File: src/hw/edq_consts.svh
// constants for the edge delay qualifier: timing, offsets, divide ratios
// assumes a 200 MHz pclk and the register map decoded on paddr[7:0]
`ifndef EDQ_CONSTS_SVH
`define EDQ_CONSTS_SVH

// =====================================================================
// clock and master period
`define EDQ_CLK_NS       5
`define EDQ_MASTER_NS    1000
`define EDQ_PERIOD_RST   16'(`EDQ_MASTER_NS / `EDQ_CLK_NS)

// =====================================================================
// register map (byte addresses)
`define EDQ_OFS_PERIOD   8'h00
`define EDQ_OFS_STATUS   8'h04

// =====================================================================
// start-up and code filter
`define EDQ_START_LAST   9'h1F3
`define EDQ_CODE_BIAS    5'h06
`define EDQ_POL_BIT      3

// =====================================================================
// divide ratios in master periods, index 0 to 7
`define EDQ_R0           22'h000001
`define EDQ_R1           22'h000008
`define EDQ_R2           22'h000040
`define EDQ_R3           22'h000200
`define EDQ_R4           22'h001000
`define EDQ_R5           22'h008000
`define EDQ_R6           22'h040000
`define EDQ_R7           22'h200000

`endif

File: src/hw/edq_pkg.sv
// types shared by the edge delay qualifier
// assumes edq_consts.svh supplies the numeric constants
package edq_pkg;

  // =====================================================================
  // edge engine states
  typedef enum logic [1:0] {
    EDQ_START = 2'b00,
    EDQ_IDLE  = 2'b01,
    EDQ_TIME  = 2'b10
  } edq_state_t;

  // =====================================================================
  // register decode result
  typedef enum logic [1:0] {
    EDQ_DEC_NONE   = 2'b00,
    EDQ_DEC_PERIOD = 2'b01,
    EDQ_DEC_STATUS = 2'b10
  } edq_dec_t;

endpackage : edq_pkg

File: src/hw/edq_top.sv
// edge delay qualifier: delays and qualifies edges of one logic input
// assumes sig_in and raw_code arrive asynchronously; software on APB
//
// Notes on behaviour
// [RULE_01] eight divide ratios from 1 to 2^21
// [RULE_02] delay equals ratio times master period
// [RULE_03] 4-bit selection code sets ratio and polarity
// [RULE_04] code top bit is the polarity bit
// [RULE_05] codes 8-15 mirror ratios, polarity set
// [RULE_06] select voltage ratio is (code+0.5)/16
// [RULE_07] single-edge pol 0: rising edge delayed, qualified
// [RULE_08] early drop leaves output; rising edge restarts
// [RULE_09] single-edge pol 0: falling edge passes at once
// [RULE_10] polarity 1 swaps delayed and passed edges
// [RULE_11] both-edge variant delays each edge fully
// [RULE_12] short level restarts timing, output unchanged
// [RULE_13] both-edge polarity 1 inverts the output
// [RULE_14] both-edge output pulses last the delay
// [RULE_15] new code adopted after 16*(diff+6) periods
// [RULE_16] code filtered, no intermediate codes adopted
// [RULE_17] code change mid-delay gives in-between delay
// [RULE_18] start-up: output low, input ignored, 500 periods
// [RULE_19] start-up end copies input, maybe inverted
// [RULE_20] stopped oscillator holds delay until restart
// [RULE_21] variant is a static build parameter
// [RULE_22] synchronise input, count delays in master ticks
`timescale 1ns/10ps
`include "edq_consts.svh"

module edq_top
  import edq_pkg::*;
#(
  parameter bit BOTH_EDGES = 1'b0
) (
  // clock and reset
  input  wire logic        pclk,
  input  wire logic        presetn,
  // apb slave
  input  wire logic        psel,
  input  wire logic        penable,
  input  wire logic        pwrite,
  input  wire logic [7:0]  paddr,
  input  wire logic [31:0] pwdata,
  output logic      [31:0] prdata,
  output logic             pready,
  output logic             pslverr,
  // pins
  input  wire logic        sig_in,
  input  wire logic [3:0]  raw_code,
  output logic             sig_out
);

  // =====================================================================
  // declarations
  logic        in_meta_reg;
  logic        in_sync_reg;
  logic        in_prev_reg;
  logic [3:0]  code_meta_reg;
  logic [3:0]  code_sync_reg;
  logic [15:0] period_reg;
  logic [15:0] tick_cnt_reg;
  logic        tick_reg;
  edq_state_t  state_reg;
  logic [8:0]  start_cnt_reg;
  logic [21:0] delay_cnt_reg;
  logic        sig_out_reg;
  logic [3:0]  active_code_reg;
  logic [3:0]  cand_code_reg;
  logic [8:0]  filt_cnt_reg;
  logic [31:0] prdata_reg;
  logic        pready_reg;
  logic        pslverr_reg;
  logic [21:0] gap_ticks_reg;
  logic        gap_out_reg;
  logic [3:0]  gap_code_reg;

  logic        started;
  logic        edge_polarity_bit;
  logic        want;
  logic        dlvl;
  logic        edge_seen;
  logic [21:0] ratio;
  logic        done;
  logic        start_end;
  logic        start_lvl;
  logic [8:0]  filt_target;
  logic        filt_adopt;
  logic        apb_done;
  edq_dec_t    dec;

  // =====================================================================
  // decode helpers
  function automatic logic [21:0] edq_ratio(input logic [3:0] code);
    logic [2:0] idx;
    idx = code[`EDQ_POL_BIT] ? ~code[2:0] : code[2:0];
    unique case (idx)
      3'h0: edq_ratio = `EDQ_R0;
      3'h1: edq_ratio = `EDQ_R1;
      3'h2: edq_ratio = `EDQ_R2;
      3'h3: edq_ratio = `EDQ_R3;
      3'h4: edq_ratio = `EDQ_R4;
      3'h5: edq_ratio = `EDQ_R5;
      3'h6: edq_ratio = `EDQ_R6;
      3'h7: edq_ratio = `EDQ_R7;
    endcase
  endfunction : edq_ratio

  function automatic logic [3:0] edq_absdiff(input logic [3:0] a,
                                             input logic [3:0] b);
    edq_absdiff = (a > b) ? 4'(a - b) : 4'(b - a);
  endfunction : edq_absdiff

  function automatic edq_dec_t edq_decode(input logic [7:0] addr);
    if (addr == `EDQ_OFS_PERIOD) begin
      edq_decode = EDQ_DEC_PERIOD;
    end else if (addr == `EDQ_OFS_STATUS) begin
      edq_decode = EDQ_DEC_STATUS;
    end else begin
      edq_decode = EDQ_DEC_NONE;
    end
  endfunction : edq_decode

  // =====================================================================
  // pin synchronisers
  always_ff @(posedge pclk or negedge presetn) begin
    if (!presetn) begin
      in_meta_reg <= 1'b0;
      in_sync_reg <= 1'b0;
      in_prev_reg <= 1'b0;
    end else begin
      in_meta_reg <= sig_in;                          // [RULE_22]
      in_sync_reg <= in_meta_reg;
      in_prev_reg <= in_sync_reg;
    end
  end

  // the converter result settles slowly; the filter below rejects wander
  always_ff @(posedge pclk or negedge presetn) begin
    if (!presetn) begin
      code_meta_reg <= 4'h0;
      code_sync_reg <= 4'h0;
    end else begin
      code_meta_reg <= raw_code;                      // [RULE_03] [RULE_06]
      code_sync_reg <= code_meta_reg;
    end
  end

  // =====================================================================
  // combinational view of the edge engine
  assign started   = (state_reg != EDQ_START);
  assign edge_polarity_bit       = active_code_reg[`EDQ_POL_BIT];   // [RULE_04]
  assign want      = BOTH_EDGES ? (in_sync_reg ^ edge_polarity_bit) : in_sync_reg; // [RULE_13] [RULE_21]
  assign dlvl      = ~edge_polarity_bit;                            // [RULE_10]
  assign edge_seen = (in_sync_reg != in_prev_reg);
  assign ratio     = edq_ratio(active_code_reg);      // [RULE_01] [RULE_05]
  // >= lets a shorter ratio adopted mid-delay end the delay at the next tick
  assign done      = (state_reg == EDQ_TIME) && tick_reg &&
                     (({1'b0, delay_cnt_reg} + 23'h000001) >= {1'b0, ratio}); // [RULE_02] [RULE_17]
  assign start_end = (state_reg == EDQ_START) && tick_reg &&
                     (start_cnt_reg == `EDQ_START_LAST);
  assign start_lvl = BOTH_EDGES ? (in_sync_reg ^ code_sync_reg[`EDQ_POL_BIT])
                                : in_sync_reg;

  // =====================================================================
  // master oscillator: a period of zero stops it
  always_ff @(posedge pclk or negedge presetn) begin
    if (!presetn) begin
      tick_cnt_reg <= 16'h0000;
      tick_reg     <= 1'b0;
    end else if (period_reg == 16'h0000) begin
      tick_cnt_reg <= 16'h0000;                       // [RULE_20]
      tick_reg     <= 1'b0;
    end else if (tick_cnt_reg >= 16'(period_reg - 16'h0001)) begin
      tick_cnt_reg <= 16'h0000;
      tick_reg     <= 1'b1;
    end else begin
      tick_cnt_reg <= 16'(tick_cnt_reg + 16'h0001);
      tick_reg     <= 1'b0;
    end
  end

  // =====================================================================
  // start-up interval
  always_ff @(posedge pclk or negedge presetn) begin
    if (!presetn) begin
      start_cnt_reg <= 9'h000;
    end else if ((state_reg == EDQ_START) && tick_reg) begin
      start_cnt_reg <= 9'(start_cnt_reg + 9'h001);    // [RULE_18]
    end
  end

  // =====================================================================
  // delay counter, in master ticks; any input edge restarts it
  always_ff @(posedge pclk or negedge presetn) begin
    if (!presetn) begin
      delay_cnt_reg <= 22'h000000;
    end else if ((state_reg != EDQ_TIME) || edge_seen) begin
      delay_cnt_reg <= 22'h000000;                    // [RULE_08] [RULE_12]
    end else if (tick_reg) begin
      delay_cnt_reg <= 22'(delay_cnt_reg + 22'h000001); // [RULE_22]
    end
  end

  // =====================================================================
  // edge engine
  always_ff @(posedge pclk or negedge presetn) begin
    if (!presetn) begin
      state_reg   <= EDQ_START;
      sig_out_reg <= 1'b0;
    end else begin
      unique case (state_reg)
        EDQ_START: begin
          sig_out_reg <= 1'b0;                        // [RULE_18]
          if (start_end) begin
            sig_out_reg <= start_lvl;                 // [RULE_19]
            state_reg   <= EDQ_IDLE;
          end
        end
        EDQ_IDLE, EDQ_TIME: begin
          if (!BOTH_EDGES && (want != dlvl)) begin
            sig_out_reg <= want;                      // [RULE_09] [RULE_10]
            state_reg   <= EDQ_IDLE;
          end else if (want == sig_out_reg) begin
            state_reg   <= EDQ_IDLE;                  // [RULE_08] [RULE_12]
          end else if (edge_seen || (state_reg == EDQ_IDLE)) begin
            state_reg   <= EDQ_TIME;                  // [RULE_07] [RULE_11]
          end else if (done) begin
            sig_out_reg <= want;                      // [RULE_07] [RULE_11] [RULE_14]
            state_reg   <= EDQ_IDLE;
          end
        end
        default: begin
          state_reg   <= EDQ_START;
          sig_out_reg <= 1'b0;
        end
      endcase
    end
  end

  // =====================================================================
  // selection code filter
  assign filt_target = {5'({1'b0, edq_absdiff(cand_code_reg, active_code_reg)}
                           + `EDQ_CODE_BIAS), 4'h0};  // [RULE_15]
  assign filt_adopt  = started && tick_reg && (cand_code_reg == code_sync_reg) &&
                       (cand_code_reg != active_code_reg) &&
                       ((filt_cnt_reg + 9'h001) >= filt_target);

  always_ff @(posedge pclk or negedge presetn) begin
    if (!presetn) begin
      active_code_reg <= 4'h0;
      cand_code_reg   <= 4'h0;
      filt_cnt_reg    <= 9'h000;
    end else if (start_end) begin
      active_code_reg <= code_sync_reg;               // [RULE_18]
      cand_code_reg   <= code_sync_reg;
      filt_cnt_reg    <= 9'h000;
    end else if (started) begin
      if (code_sync_reg != cand_code_reg) begin
        cand_code_reg <= code_sync_reg;               // [RULE_16]
        filt_cnt_reg  <= 9'h000;
      end else if (cand_code_reg == active_code_reg) begin
        filt_cnt_reg  <= 9'h000;
      end else if (filt_adopt) begin
        active_code_reg <= cand_code_reg;             // [RULE_15] [RULE_16]
        filt_cnt_reg    <= 9'h000;
      end else if (tick_reg) begin
        filt_cnt_reg  <= 9'(filt_cnt_reg + 9'h001);
      end
    end
  end

  // =====================================================================
  // apb slave: one wait state, then pready for one cycle
  assign dec      = edq_decode(paddr);
  assign apb_done = psel && penable && pready_reg;

  always_ff @(posedge pclk or negedge presetn) begin
    if (!presetn) begin
      pready_reg  <= 1'b0;
      pslverr_reg <= 1'b0;
      prdata_reg  <= 32'h00000000;
    end else if (psel && penable && !pready_reg) begin
      pready_reg  <= 1'b1;
      pslverr_reg <= (dec == EDQ_DEC_NONE);
      prdata_reg  <= 32'h00000000;
      if (!pwrite && (dec == EDQ_DEC_PERIOD)) begin
        prdata_reg <= {16'h0000, period_reg};
      end else if (!pwrite && (dec == EDQ_DEC_STATUS)) begin
        prdata_reg <= {24'h000000, (cand_code_reg != active_code_reg),
                       (state_reg == EDQ_TIME), started, sig_out_reg,
                       active_code_reg};
      end
    end else begin
      pready_reg  <= 1'b0;
      pslverr_reg <= 1'b0;
    end
  end

  // master period in pclk cycles; writing zero models a stopped oscillator
  always_ff @(posedge pclk or negedge presetn) begin
    if (!presetn) begin
      period_reg <= `EDQ_PERIOD_RST;
    end else if (apb_done && pwrite && (dec == EDQ_DEC_PERIOD)) begin
      period_reg <= pwdata[15:0];                     // [RULE_02]
    end
  end

  assign prdata  = prdata_reg;
  assign pready  = pready_reg;
  assign pslverr = pslverr_reg;
  assign sig_out = sig_out_reg;

  // ticks since the output last moved; forced to the top when the code moves,
  // since a pulse timed across a code change may end between both settings
  always_ff @(posedge pclk or negedge presetn) begin
    if (!presetn) begin
      gap_ticks_reg <= 22'h000000;
      gap_out_reg   <= 1'b0;
      gap_code_reg  <= 4'h0;
    end else begin
      gap_out_reg  <= sig_out_reg;
      gap_code_reg <= active_code_reg;
      if (gap_code_reg != active_code_reg) begin
        gap_ticks_reg <= 22'h3FFFFF;
      end else if (gap_out_reg != sig_out_reg) begin
        gap_ticks_reg <= 22'h000000;
      end else if (tick_reg && (gap_ticks_reg != 22'h3FFFFF)) begin
        gap_ticks_reg <= 22'(gap_ticks_reg + 22'h000001);
      end
    end
  end
endmodule : edq_top

File: config.mk
export PLATFORM = sky130hd
export DESIGN_NAME = edq_top
export DESIGN_NICKNAME = d
export VERILOG_FILES = /design/src/hw/edq_pkg.sv /design/src/hw/edq_top.sv
export VERILOG_INCLUDE_DIRS = /design/src /design/src/hw
export SDC_FILE = /design/constraint.sdc
export NUM_CORES = 1
export LEC_CHECK = 0
export CAP_MARGIN = 25
export CORE_ASPECT_RATIO = 2
export CORE_MARGIN = 4
export CORE_UTILIZATION = 55
export CTS_CLUSTER_SIZE = 10
export DETAILED_ROUTE_END_ITERATION = 8
export DONT_BUFFER_PORTS = 1
export PLACE_DENSITY = 0.71
export SETUP_SLACK_MARGIN = 0.15
export SLEW_MARGIN = 20
export SYNTH_ARGS = -nofsm -noshare
export SYNTH_HDL_FRONTEND = slang
export SYNTH_SLANG_ARGS = --single-unit
File: constraint.sdc
create_clock -name pclk -period 6.24 [get_ports pclk]
set_input_delay 0.936 -clock pclk [delete_from_list [all_inputs] [get_ports pclk]]
set_output_delay 0.936 -clock pclk [all_outputs]
set_load 0.02 [all_outputs]
After elaboration in Yosys (flattened, before gate mapping). Memories as Yosys holds them, arrays and structs flattened. Cells that the tools add are included.

Flip-flop bits (word level): 129. Latch bits: 0. RAM bits: 0. ROM bits: 64. Output and inout port bits: 35. Word-level logic and storage cells: 130. Memories: 1.

Add/subtract/negate cells: 9. Multipliers: 0. Div/mod/pow operators: 0. Order comparisons: 4. Equality and inequality tests: 21. Shifts and indexed selects: 0. Mux-type cells: 40. Bitwise logic cells: 2. Reductions and logical operators: 35.

Memories: (name not given) (words 8, bits a word 8, read ports 1, clocked after memory_dff 0, write ports 0, RTL line edq_top.sv:96) `unique case (idx)`.

Operators with widths (number): $mux 9 (6); $mux 22 (2); $mux 4 (9); $mux 16 (2); $mux 32 (1); $add 22x1->23 const B (1); $ge 23x22->1 (1); $add 22x1->22 const B (1); $add 9x1->9 const B (2); $add 16x1->16 const B (1); $ge 16x16->1 (1); $logic_not 16->1 (1); $sub 16x1->16 const B (1); $logic_and 1x1->1 (15); $mux 2 (7); $reduce_bool 2->1 (5); $eq 9x9->1 const B (1); $ge 9x9->1 (1); $mux 1 (9); $ne 3x3->1 const B (3); $eq 4x4->1 (2); $eq 8x3->1 const B (1); $logic_not 8->1 (1); $mux 8 (1); other kinds (23) (36).

Logic depth before layout (Yosys ltp). Gate-level depths: netlist (run 1).

Depth after elaboration: 10. Mapped depth: 17. Mapped depth without buffers: 17.

Least setup slack after synthesis (run 1). No wires, ideal clock.

Kind: register to register. Start point: register cand_code_reg[0]. End point: register active_code_reg[0]. Arrival time: 3.385 ns. Setup slack: 2.775 ns. Cell stages (with the launch flop): 18. Buffers on the path: 0. Period minus slack after synthesis: 3.465 ns. Cells stage by stage: dfrtp_1 > inv_1 > ha_1 > inv_1 > fa_1 > a21oi_1 > nor2b_1 > o21a_1 > mux2i_1 > xor2_1 > ha_1 > xor2_1 > ha_1 > nand2_1 > o211ai_1 > or2_2 > a21oi_1 > mux2i_1.

Longest elaborated chain between the ends: 7. Elaborated cells on any way between the ends: 22.

Ends and longest elaborated chain: start: declaration (RTL line edq_top.sv:68) `logic [3:0] cand_code_reg;`; start signal: assignment (RTL line edq_top.sv:255) `cand_code_reg <= code_sync_reg;`; start signal: assignment (RTL line edq_top.sv:259) `cand_code_reg <= code_sync_reg;`; $sub 4x4->4 / $gt 4x4->1 (equally long branches) (RTL line edq_top.sv:110) `edq_absdiff = (a > b) ? 4'(a - b) : 4'(b - a);`; $mux 4 (RTL line edq_top.sv:110); $add 4x3->5 (no source line); $ge 9x9->1 (RTL line edq_top.sv:246) `((filt_cnt_reg + 9'h001) >= filt_target);`; $logic_and 1x1->1 (RTL line edq_top.sv:245) `(cand_code_reg != active_code_reg) &&`; $reduce_bool 2->1 (no source line); $reduce_and 4->1 (no source line); end signal: assignment (RTL line edq_top.sv:254) `active_code_reg <= code_sync_reg;`; end signal: assignment (RTL line edq_top.sv:264) `active_code_reg <= cand_code_reg;`; end: declaration (RTL line edq_top.sv:67) `logic [3:0] active_code_reg;`.

Parallel ways exist; a longest one is shown, timed or not. The select of a mux whose other input is x is not followed. A chain may end at the register's enable or synchronous reset.

Final worst setup path (run 1).
Start point: register active_code_reg[1]. End point: register active_code_reg[1].

Longest elaborated chain between the ends: 7. Elaborated cells on any way between the ends: 13.

Ends and longest elaborated chain (RTL line): $sub 4x4->4 / $gt 4x4->1 (equally long branches) (edq_top.sv:110); $mux 4 (edq_top.sv:110); $add 4x3->5 (no source line); $ge 9x9->1 (edq_top.sv:246); $logic_and 1x1->1 (edq_top.sv:245); $reduce_bool 2->1 (no source line); $reduce_and 4->1 (no source line) *.

Mark *: on every way between the ends. The rest lies on a longest branch, timed or not.

==> results of run 1 <==
==> layout make-up <==
cell class                 count  share of cell area (%)
antenna                        1                  0.0327
clock buffer                  21                    6.15
clock inverter                11                    1.99
inverter                      29                    1.42
multi-input combinational    565                    50.5
sequential                   113                    37.0
tap                          147                    2.40
timing repair buffer           5                   0.491
==> per-stage QoR <==
| stage | utilization (%) | instances | total power (W) | hold WS (ns) |
|---|---|---|---|---|
| floorplan | - | 744 | 0.000983 | 0.331 |
| global placement | 57.2 | 858 | 0.00101 | 0.337 |
| detailed placement | 57.3 | 859 | 0.00103 | 0.336 |
| CTS | 62.4 | 891 | 0.00205 | 0.201 |
| global route | 62.4 | 892 | 0.00211 | 0.192 |
| finish | 62.4 | 892 | 0.00203 | 0.215 |
==> how the worst min path moves through the flow <==
stage,cells past startpoint,to,slack (ns)
final,0,delay_cnt_reg[3],0.21
after global routing,0,delay_cnt_reg[6],0.19
after CTS,0,delay_cnt_reg[6],0.20
after detailed placement,0,code_sync_reg[0],0.34
after global placement,0,in_sync_reg,0.34
after floorplan,0,code_sync_reg[0],0.33
==> synth_stat cells (4+ instances only) <==
master / count / area (sq um)
a21o_1: 11 / 82.6
a21oi_1: 14 / 70.1
a22o_1: 4 / 35.0
a22oi_1: 15 / 113
and2_1: 6 / 37.5
and3_1: 12 / 75.1
buf_2: 6 / 30.0
buf_4: 17 / 128
clkbuf_1: 14 / 52.6
dfrtp_1: 110 / 2750
ha_1: 47 / 588
inv_1: 28 / 105
mux2_2: 20 / 225
mux2i_1: 16 / 160
nand2_1: 83 / 312
nand3_1: 32 / 160
nand3b_1: 5 / 37.5
nand4_1: 16 / 100
nor2_1: 81 / 304
nor3_1: 17 / 85.1
nor4_1: 8 / 50.1
o21ai_0: 23 / 115
or3_1: 4 / 25.0
xnor2_1: 35 / 307
xor2_1: 44 / 385
==> power by group through the flow <==
stage | Combinational (W) | Clock (W) | Sequential (W)
2_1_floorplan | 0.000168 | 0 | 0.000815
3_3_place_gp | 0.000189 | 0 | 0.000822
3_5_place_dp | 0.000202 | 0 | 0.000824
4_1_cts | 0.000207 | 0.00103 | 0.000813
5_1_grt | 0.000231 | 0.00106 | 0.000819
6_report | 0.000205 | 0.00101 | 0.000813
==> worst register-to-register path, stage by stage (launching register included) <==
cell      delay, ns
dfrtp_1        0.48
inv_1          0.17
fa_1           0.45
a21oi_1        0.17
nor2b_1        0.08
o21a_1         0.23
mux2i_1        0.22
xor2_1         0.25
ha_1           0.20
xor2_1         0.16
ha_1           0.26
nand2_1        0.07
o211ai_1       0.14
or2_2          0.31
a21oi_1        0.51
mux2i_1        0.29
==> cells by family after synthesis <==
family	synth area share, %
flip-flops	40.7
XOR/XNOR	9.96
AO/OA/AOI/OAI	9.56
multiplexers	5.92
adder cells (fa/ha/maj)	9.04
AND/OR/NAND/NOR	20.1
other	0.0540
buffers and inverters	4.59
==> layer usage <==
| layer | wire [um] | track usage (%) | vias to the layer above |
|---|---|---|---|
| met4 | 546 | 10.3 | 0 |
| li1 | - | - | 2508 |
| met2 | 8620 | 40.4 | 102 |
| met5 | 0 | 0 | - |
| met1 | 5630 | 23.3 | 2547 |
| met3 | 507 | 4.99 | 42 |
==> results.sh, run 1 <==
export IMPL_path_delay_family="compound AO/OA/AOI/OAI gates"
export IMPL_post_cts_resized=0
export IMPL_status="finished clean"
export IMPL_grt_start_max_net_pins=114
export IMPL_drc=0
export IMPL_num_rows=57
export IMPL_pwr_density_cell_nw_per_um2=266
export IMPL_max_stage_delay_ns=0.51
export IMPL_finalClockSkew_ns=0.00744
export IMPL_setup_ws_ns=2.17
export IMPL_regToRegSetupSlack_ns=2.17
export IMPL_rsz0062_at_grt="false"
export IMPL_io_pins=85
export IMPL_finalWeightedCongestion=0.897
export IMPL_grt_usage_pct=22.2
export IMPL_start_kind="flip-flop"
export IMPL_layout_common_cells="dfrtp_1, nand2_1, nor2_1"
export IMPL_synthFlopType="dfrtp_1"
export IMPL_synth_edff_count=0
export IMPL_final_layout_size_suffix_gt1_share_pct=10.3
export IMPL_hpwlAfterDp_um=11400
export IMPL_p_comb_share_pct=10.1
export IMPL_path_clk_slew_ns=0.06
export IMPL_p_switching_w=0.000513
export IMPL_share_seq_of_total_power_pct=40.0
export IMPL_synthCells=729
export IMPL_vias=5199
export IMPL_final_max_slew_violation_count=0
export IMPL_swShare_pct=25.2
export IMPL_crit_buf_inv=1
export IMPL_setup_tns_ns=0
export IMPL_p_int_w=0.00152
export IMPL_worst_pin_slew_ns=1.02
export IMPL_crit_fanout=6
export IMPL_final_common_cell="dfrtp_1"
export IMPL_yosys_warnings=0
export IMPL_die_area_sq_um=14600
export IMPL_wire_per_inst_um=17.2
export IMPL_cts_made_buffers=17
export IMPL_min_period_over_period_pct=65.2
export IMPL_core_area_sq_um=12300
export IMPL_routed_wl_um=15300
export IMPL_critical_path_startpoint="active_code_reg[1]"
export IMPL_cp_num_cells=15
export IMPL_critPathCaptureType="flip-flop"
export IMPL_grt_pass1_wl_um=25600
export IMPL_antenna_found_initial=1
export IMPL_min_period_ns=4.07
export IMPL_max_freq_ghz=0.246
export IMPL_multiInputGateArea_sq_um=3860
export IMPL_largest_reg_flops=22
export IMPL_hold_buffers=0
export IMPL_maxCapViolations=0
export IMPL_die_h_um=167
export IMPL_final_area_sq_um=7650
export IMPL_syn_area_per_cell_sq_um=9.53
export IMPL_first_global_vias=5304
export IMPL_required_ns=6.56
export IMPL_clk_latency_ns=0.41
export IMPL_clock_path_buffers=2
export IMPL_post_dp_cell_area_sq_um=7030
export IMPL_numClockSinks=113
export IMPL_overflow=0
export IMPL_cp_endpoint="active_code_reg[1]"
export IMPL_crit_chain="inv_1, fa_1, a21oi_1, nor2b_1, o21a_1, mux2i_1, xor2_1, ha_1, xor2_1, ha_1, nand2_1, o211ai_1, or2_2, a21oi_1, mux2i_1"
export IMPL_htreeDepth=4
export IMPL_setup_viol=0
export IMPL_seq_area_frac_synth_pct=40.7
export IMPL_die_w_um=87.5
export IMPL_pre_cts_ws_ns=2.22
export IMPL_nFillCells=1021
export IMPL_syn_area_sq_um=6950
export IMPL_reg2reg_depth=15
export IMPL_slowest_stage="a21oi_1"
export IMPL_vias_per_cell=5.83
export IMPL_nNetsFinal=830
export IMPL_p_clk_share_pct=49.9
export IMPL_io_buffers=0
export IMPL_regArea_sq_um=2830
export IMPL_hold_viol_final=0
export IMPL_synth_distinct_cells=67
export IMPL_synthArstFlopShare_pct=100
export IMPL_cts_root_buffer="clkbuf_16"
export IMPL_max_slew_margin_pct=31.7
export IMPL_hold_class="primary input to async pin"
export IMPL_p_leak_nw=3.49
export IMPL_route_antenna_remaining_nets=0
export IMPL_worstReg2RegStart="active_code_reg[1]"
export IMPL_ir_worst_vdd_mv=0.209
export IMPL_start_util_pct=56.7
export IMPL_worstPathArrival_ns=4.39
export IMPL_ys_ff_latch=113
export IMPL_worstSetupPathType="flip-flop to flip-flop"
export IMPL_post_cts_buffers=0
export IMPL_first_pass_iters=4
export IMPL_cts_tree="yes"
export IMPL_syn_to_final_growth_pct=10.1
export IMPL_drt_iter0_drc=276
export IMPL_reg2reg_to="active_code_reg[1]"
(Power assumes the default switching activity.)
==> inputs of run 2 (changes only) <==
==> constraint.sdc (replaced) <==
create_clock -name pclk -period 3.89 [get_ports pclk]
set_input_delay 0.5835 -clock pclk [delete_from_list [all_inputs] [get_ports pclk]]
set_output_delay 0.5835 -clock pclk [all_outputs]
set_load 0.02 [all_outputs]
==> run 2 against run 1 <==
Net effect: non-clock buffer count rose by 17; critical path type unchanged; highest routed layer unchanged; maximum frequency grew 13%; global-route usage increased by 0.71 points; routed wire length rose by 2.3%; clock skew rose by 0.0014 ns; via count rose by 2.5%; sequential power increased by 61%; core utilization grew 1.6 points; die area is the same; register-to-register slack worse by 1.9 ns; sequential cell count unchanged.
==> results.sh, run 2 (synthesis gave the netlist of run 1 again) <==
export IMPL_ir_worst_vdd_mv=0.385
export IMPL_max_freq_ghz=0.279
export IMPL_fin_util_pct=64.0
export IMPL_worstPathArrival_ns=3.90
export IMPL_min_period_over_period_pct=92.1
export IMPL_vias_per_cell=5.86
export IMPL_required_ns=4.21
export IMPL_hpwlAfterDp_um=11500
export IMPL_post_dp_cell_area_sq_um=7070
export IMPL_nNetsFinal=847
export IMPL_grt_util_met3_pct=5.64
export IMPL_finalWeightedCongestion=0.871
export IMPL_routed_wl_um=15700
export IMPL_overflow=0
export IMPL_crit_fanout=4
export IMPL_min_period_ns=3.58
export IMPL_drt_iter0_drc=291
export IMPL_htreeDepth=4
export IMPL_final_area_sq_um=7850
export IMPL_path_clk_slew_ns=0.06
export IMPL_finalClockSkew_ns=0.00885
export IMPL_clock_path_buffers=2
export IMPL_crit_chain="inv_1, ha_1, inv_2, fa_2, a21oi_2, nor2b_1, o21a_1, buf_4, mux2_4, inv_2, ha_2, xor2_2, ha_1, nand2_1, o211ai_1, or2_4, a21oi_2, buf_6, mux2i_2"
export IMPL_io_pins=85
export IMPL_final_common_cell="dfrtp_1"
export IMPL_core_area_sq_um=12300
export IMPL_die_area_sq_um=14600
export IMPL_die_h_um=167
export IMPL_layout_common_cells="dfrtp_1, nand2_1, nor2_1"
export IMPL_path_delay_family="adder cells"
export IMPL_worst_pin_slew_ns=0.872
export IMPL_grtUsageMet2_pct=41.2
export IMPL_final_max_slew_violation_count=0
export IMPL_worstSetupPathType="flip-flop to flip-flop"
export IMPL_critPathCaptureType="flip-flop"
export IMPL_grt_busiest_layer="met2"
export IMPL_met1_usage_pct=24.0
export IMPL_maxCapViolations=0
export IMPL_numClockSinks=113
export IMPL_pwr_density_cell_nw_per_um2=414
export IMPL_drc=0
export IMPL_grt_usage_pct=22.9
export IMPL_setup_tns_ns=0
export IMPL_hold_viol_final=0
export IMPL_clk_latency_ns=0.41
export IMPL_cts_tree="yes"
export IMPL_grt_start_max_net_pins=111
export IMPL_antenna_found_initial=2
export IMPL_die_w_um=87.5
export IMPL_first_pass_iters=5
export IMPL_syn_to_final_growth_pct=12.9
export IMPL_wire_per_inst_um=17.2
export IMPL_slowest_stage="fa_2"
export IMPL_io_buffers=0
export IMPL_start_kind="flip-flop"
export IMPL_cts_root_buffer="clkbuf_16"
export IMPL_nFillCells=993
export IMPL_cts_made_buffers=17
export IMPL_p_leak_nw=3.58
export IMPL_route_antenna_remaining_nets=0
export IMPL_hold_class="primary input to async pin"
export IMPL_status="finished clean"
export IMPL_rsz0062_at_grt="true"
export IMPL_first_global_vias=5651
export IMPL_num_rows=57
export IMPL_start_util_pct=56.7
export IMPL_grt_pass1_wl_um=26500
export IMPL_max_stage_delay_ns=0.40
export IMPL_final_layout_size_suffix_gt1_share_pct=14.2
export IMPL_setup_viol=0
export IMPL_largest_reg_flops=22
export IMPL_crit_buf_inv=5
export IMPL_max_slew_margin_pct=41.7
export IMPL_vias=5329
run 2: cell count changes in the layout (fill, tap and decap cells not counted), moves of 2 or more:
| cell | change |
|---|---|
| nor3_2 | +2 |
| nor3_1 | -2 |
| a21oi_2 | +2 |
| inv_1 | -2 |
| buf_4 | +14 |
| a21oi_1 | -2 |
| inv_2 | +2 |
| dfrtp_2 | +4 |
| dfrtp_1 | -4 |
run 2: what timing repair did:
action                     in CTS  in global routing
setup endpoints to repair       3                 13
buffers inserted                0                  9
pin swaps                       0                 10
hold buffers                    1                  1
hold endpoints to repair      110                  3
resized for setup               1                 17
run 2: metrics by stage:
stage          hold WS [ns]  total power [W]  setup slack [ns]  std cells
4_1_cts             0.00182          0.00328             0.184        897
2_1_floorplan         0.288          0.00158             0.425        744
5_1_grt               0.122          0.00339            0.0829        909
6_report             0.0723          0.00325             0.306        909
3_5_place_dp          0.292          0.00165             0.172        865
3_3_place_gp          0.292          0.00163             0.352        865
run 2: final timing paths:
path / cells after the start / slack (ns) / to / startpoint
min in group pclk: 0 / 0.20 / in_meta_reg / sig_in
setup / recovery: 19 / 0.31 / active_code_reg[1] / cand_code_reg[0]
setup reg to reg: 19 / 0.31 / active_code_reg[1] / cand_code_reg[0]
hold / removal: 1 / 0.07 / delay_cnt_reg[4] / presetn
max in group asynchronous: 1 / 3.14 / period_reg[3] / presetn
hold reg to reg: 0 / 0.34 / in_sync_reg / in_meta_reg
run 2: layout make-up:
type	count	area, sq um	area share [%]
multi-input combinational	565	3910	49.8
clock buffer	19	453	5.77
sequential	113	2840	36.1
clock inverter	12	158	2.01
timing repair buffer	22	191	2.44
inverter	29	109	1.39
tap	147	184	2.34
antenna	2	5.00	0.0638
run 2: power breakdown:
group | leakage (nW) | internal (W) | switching [W]
sequential | 1.51 | 0.00124 | 0.0000667
clock | 0.292 | 0.00104 | 0.000549
combinational | 1.78 | 0.000139 | 0.000215
total | 3.58 | 0.00242 | 0.000831
run 2: layer usage:
| layer | wire (um) | vias up |
|---|---|---|
| met2 | 8820 | 120 |
| met5 | 0 | - |
| li1 | - | 2544 |
| met4 | 626 | 0 |
| met1 | 5660 | 2620 |
| met3 | 558 | 45 |
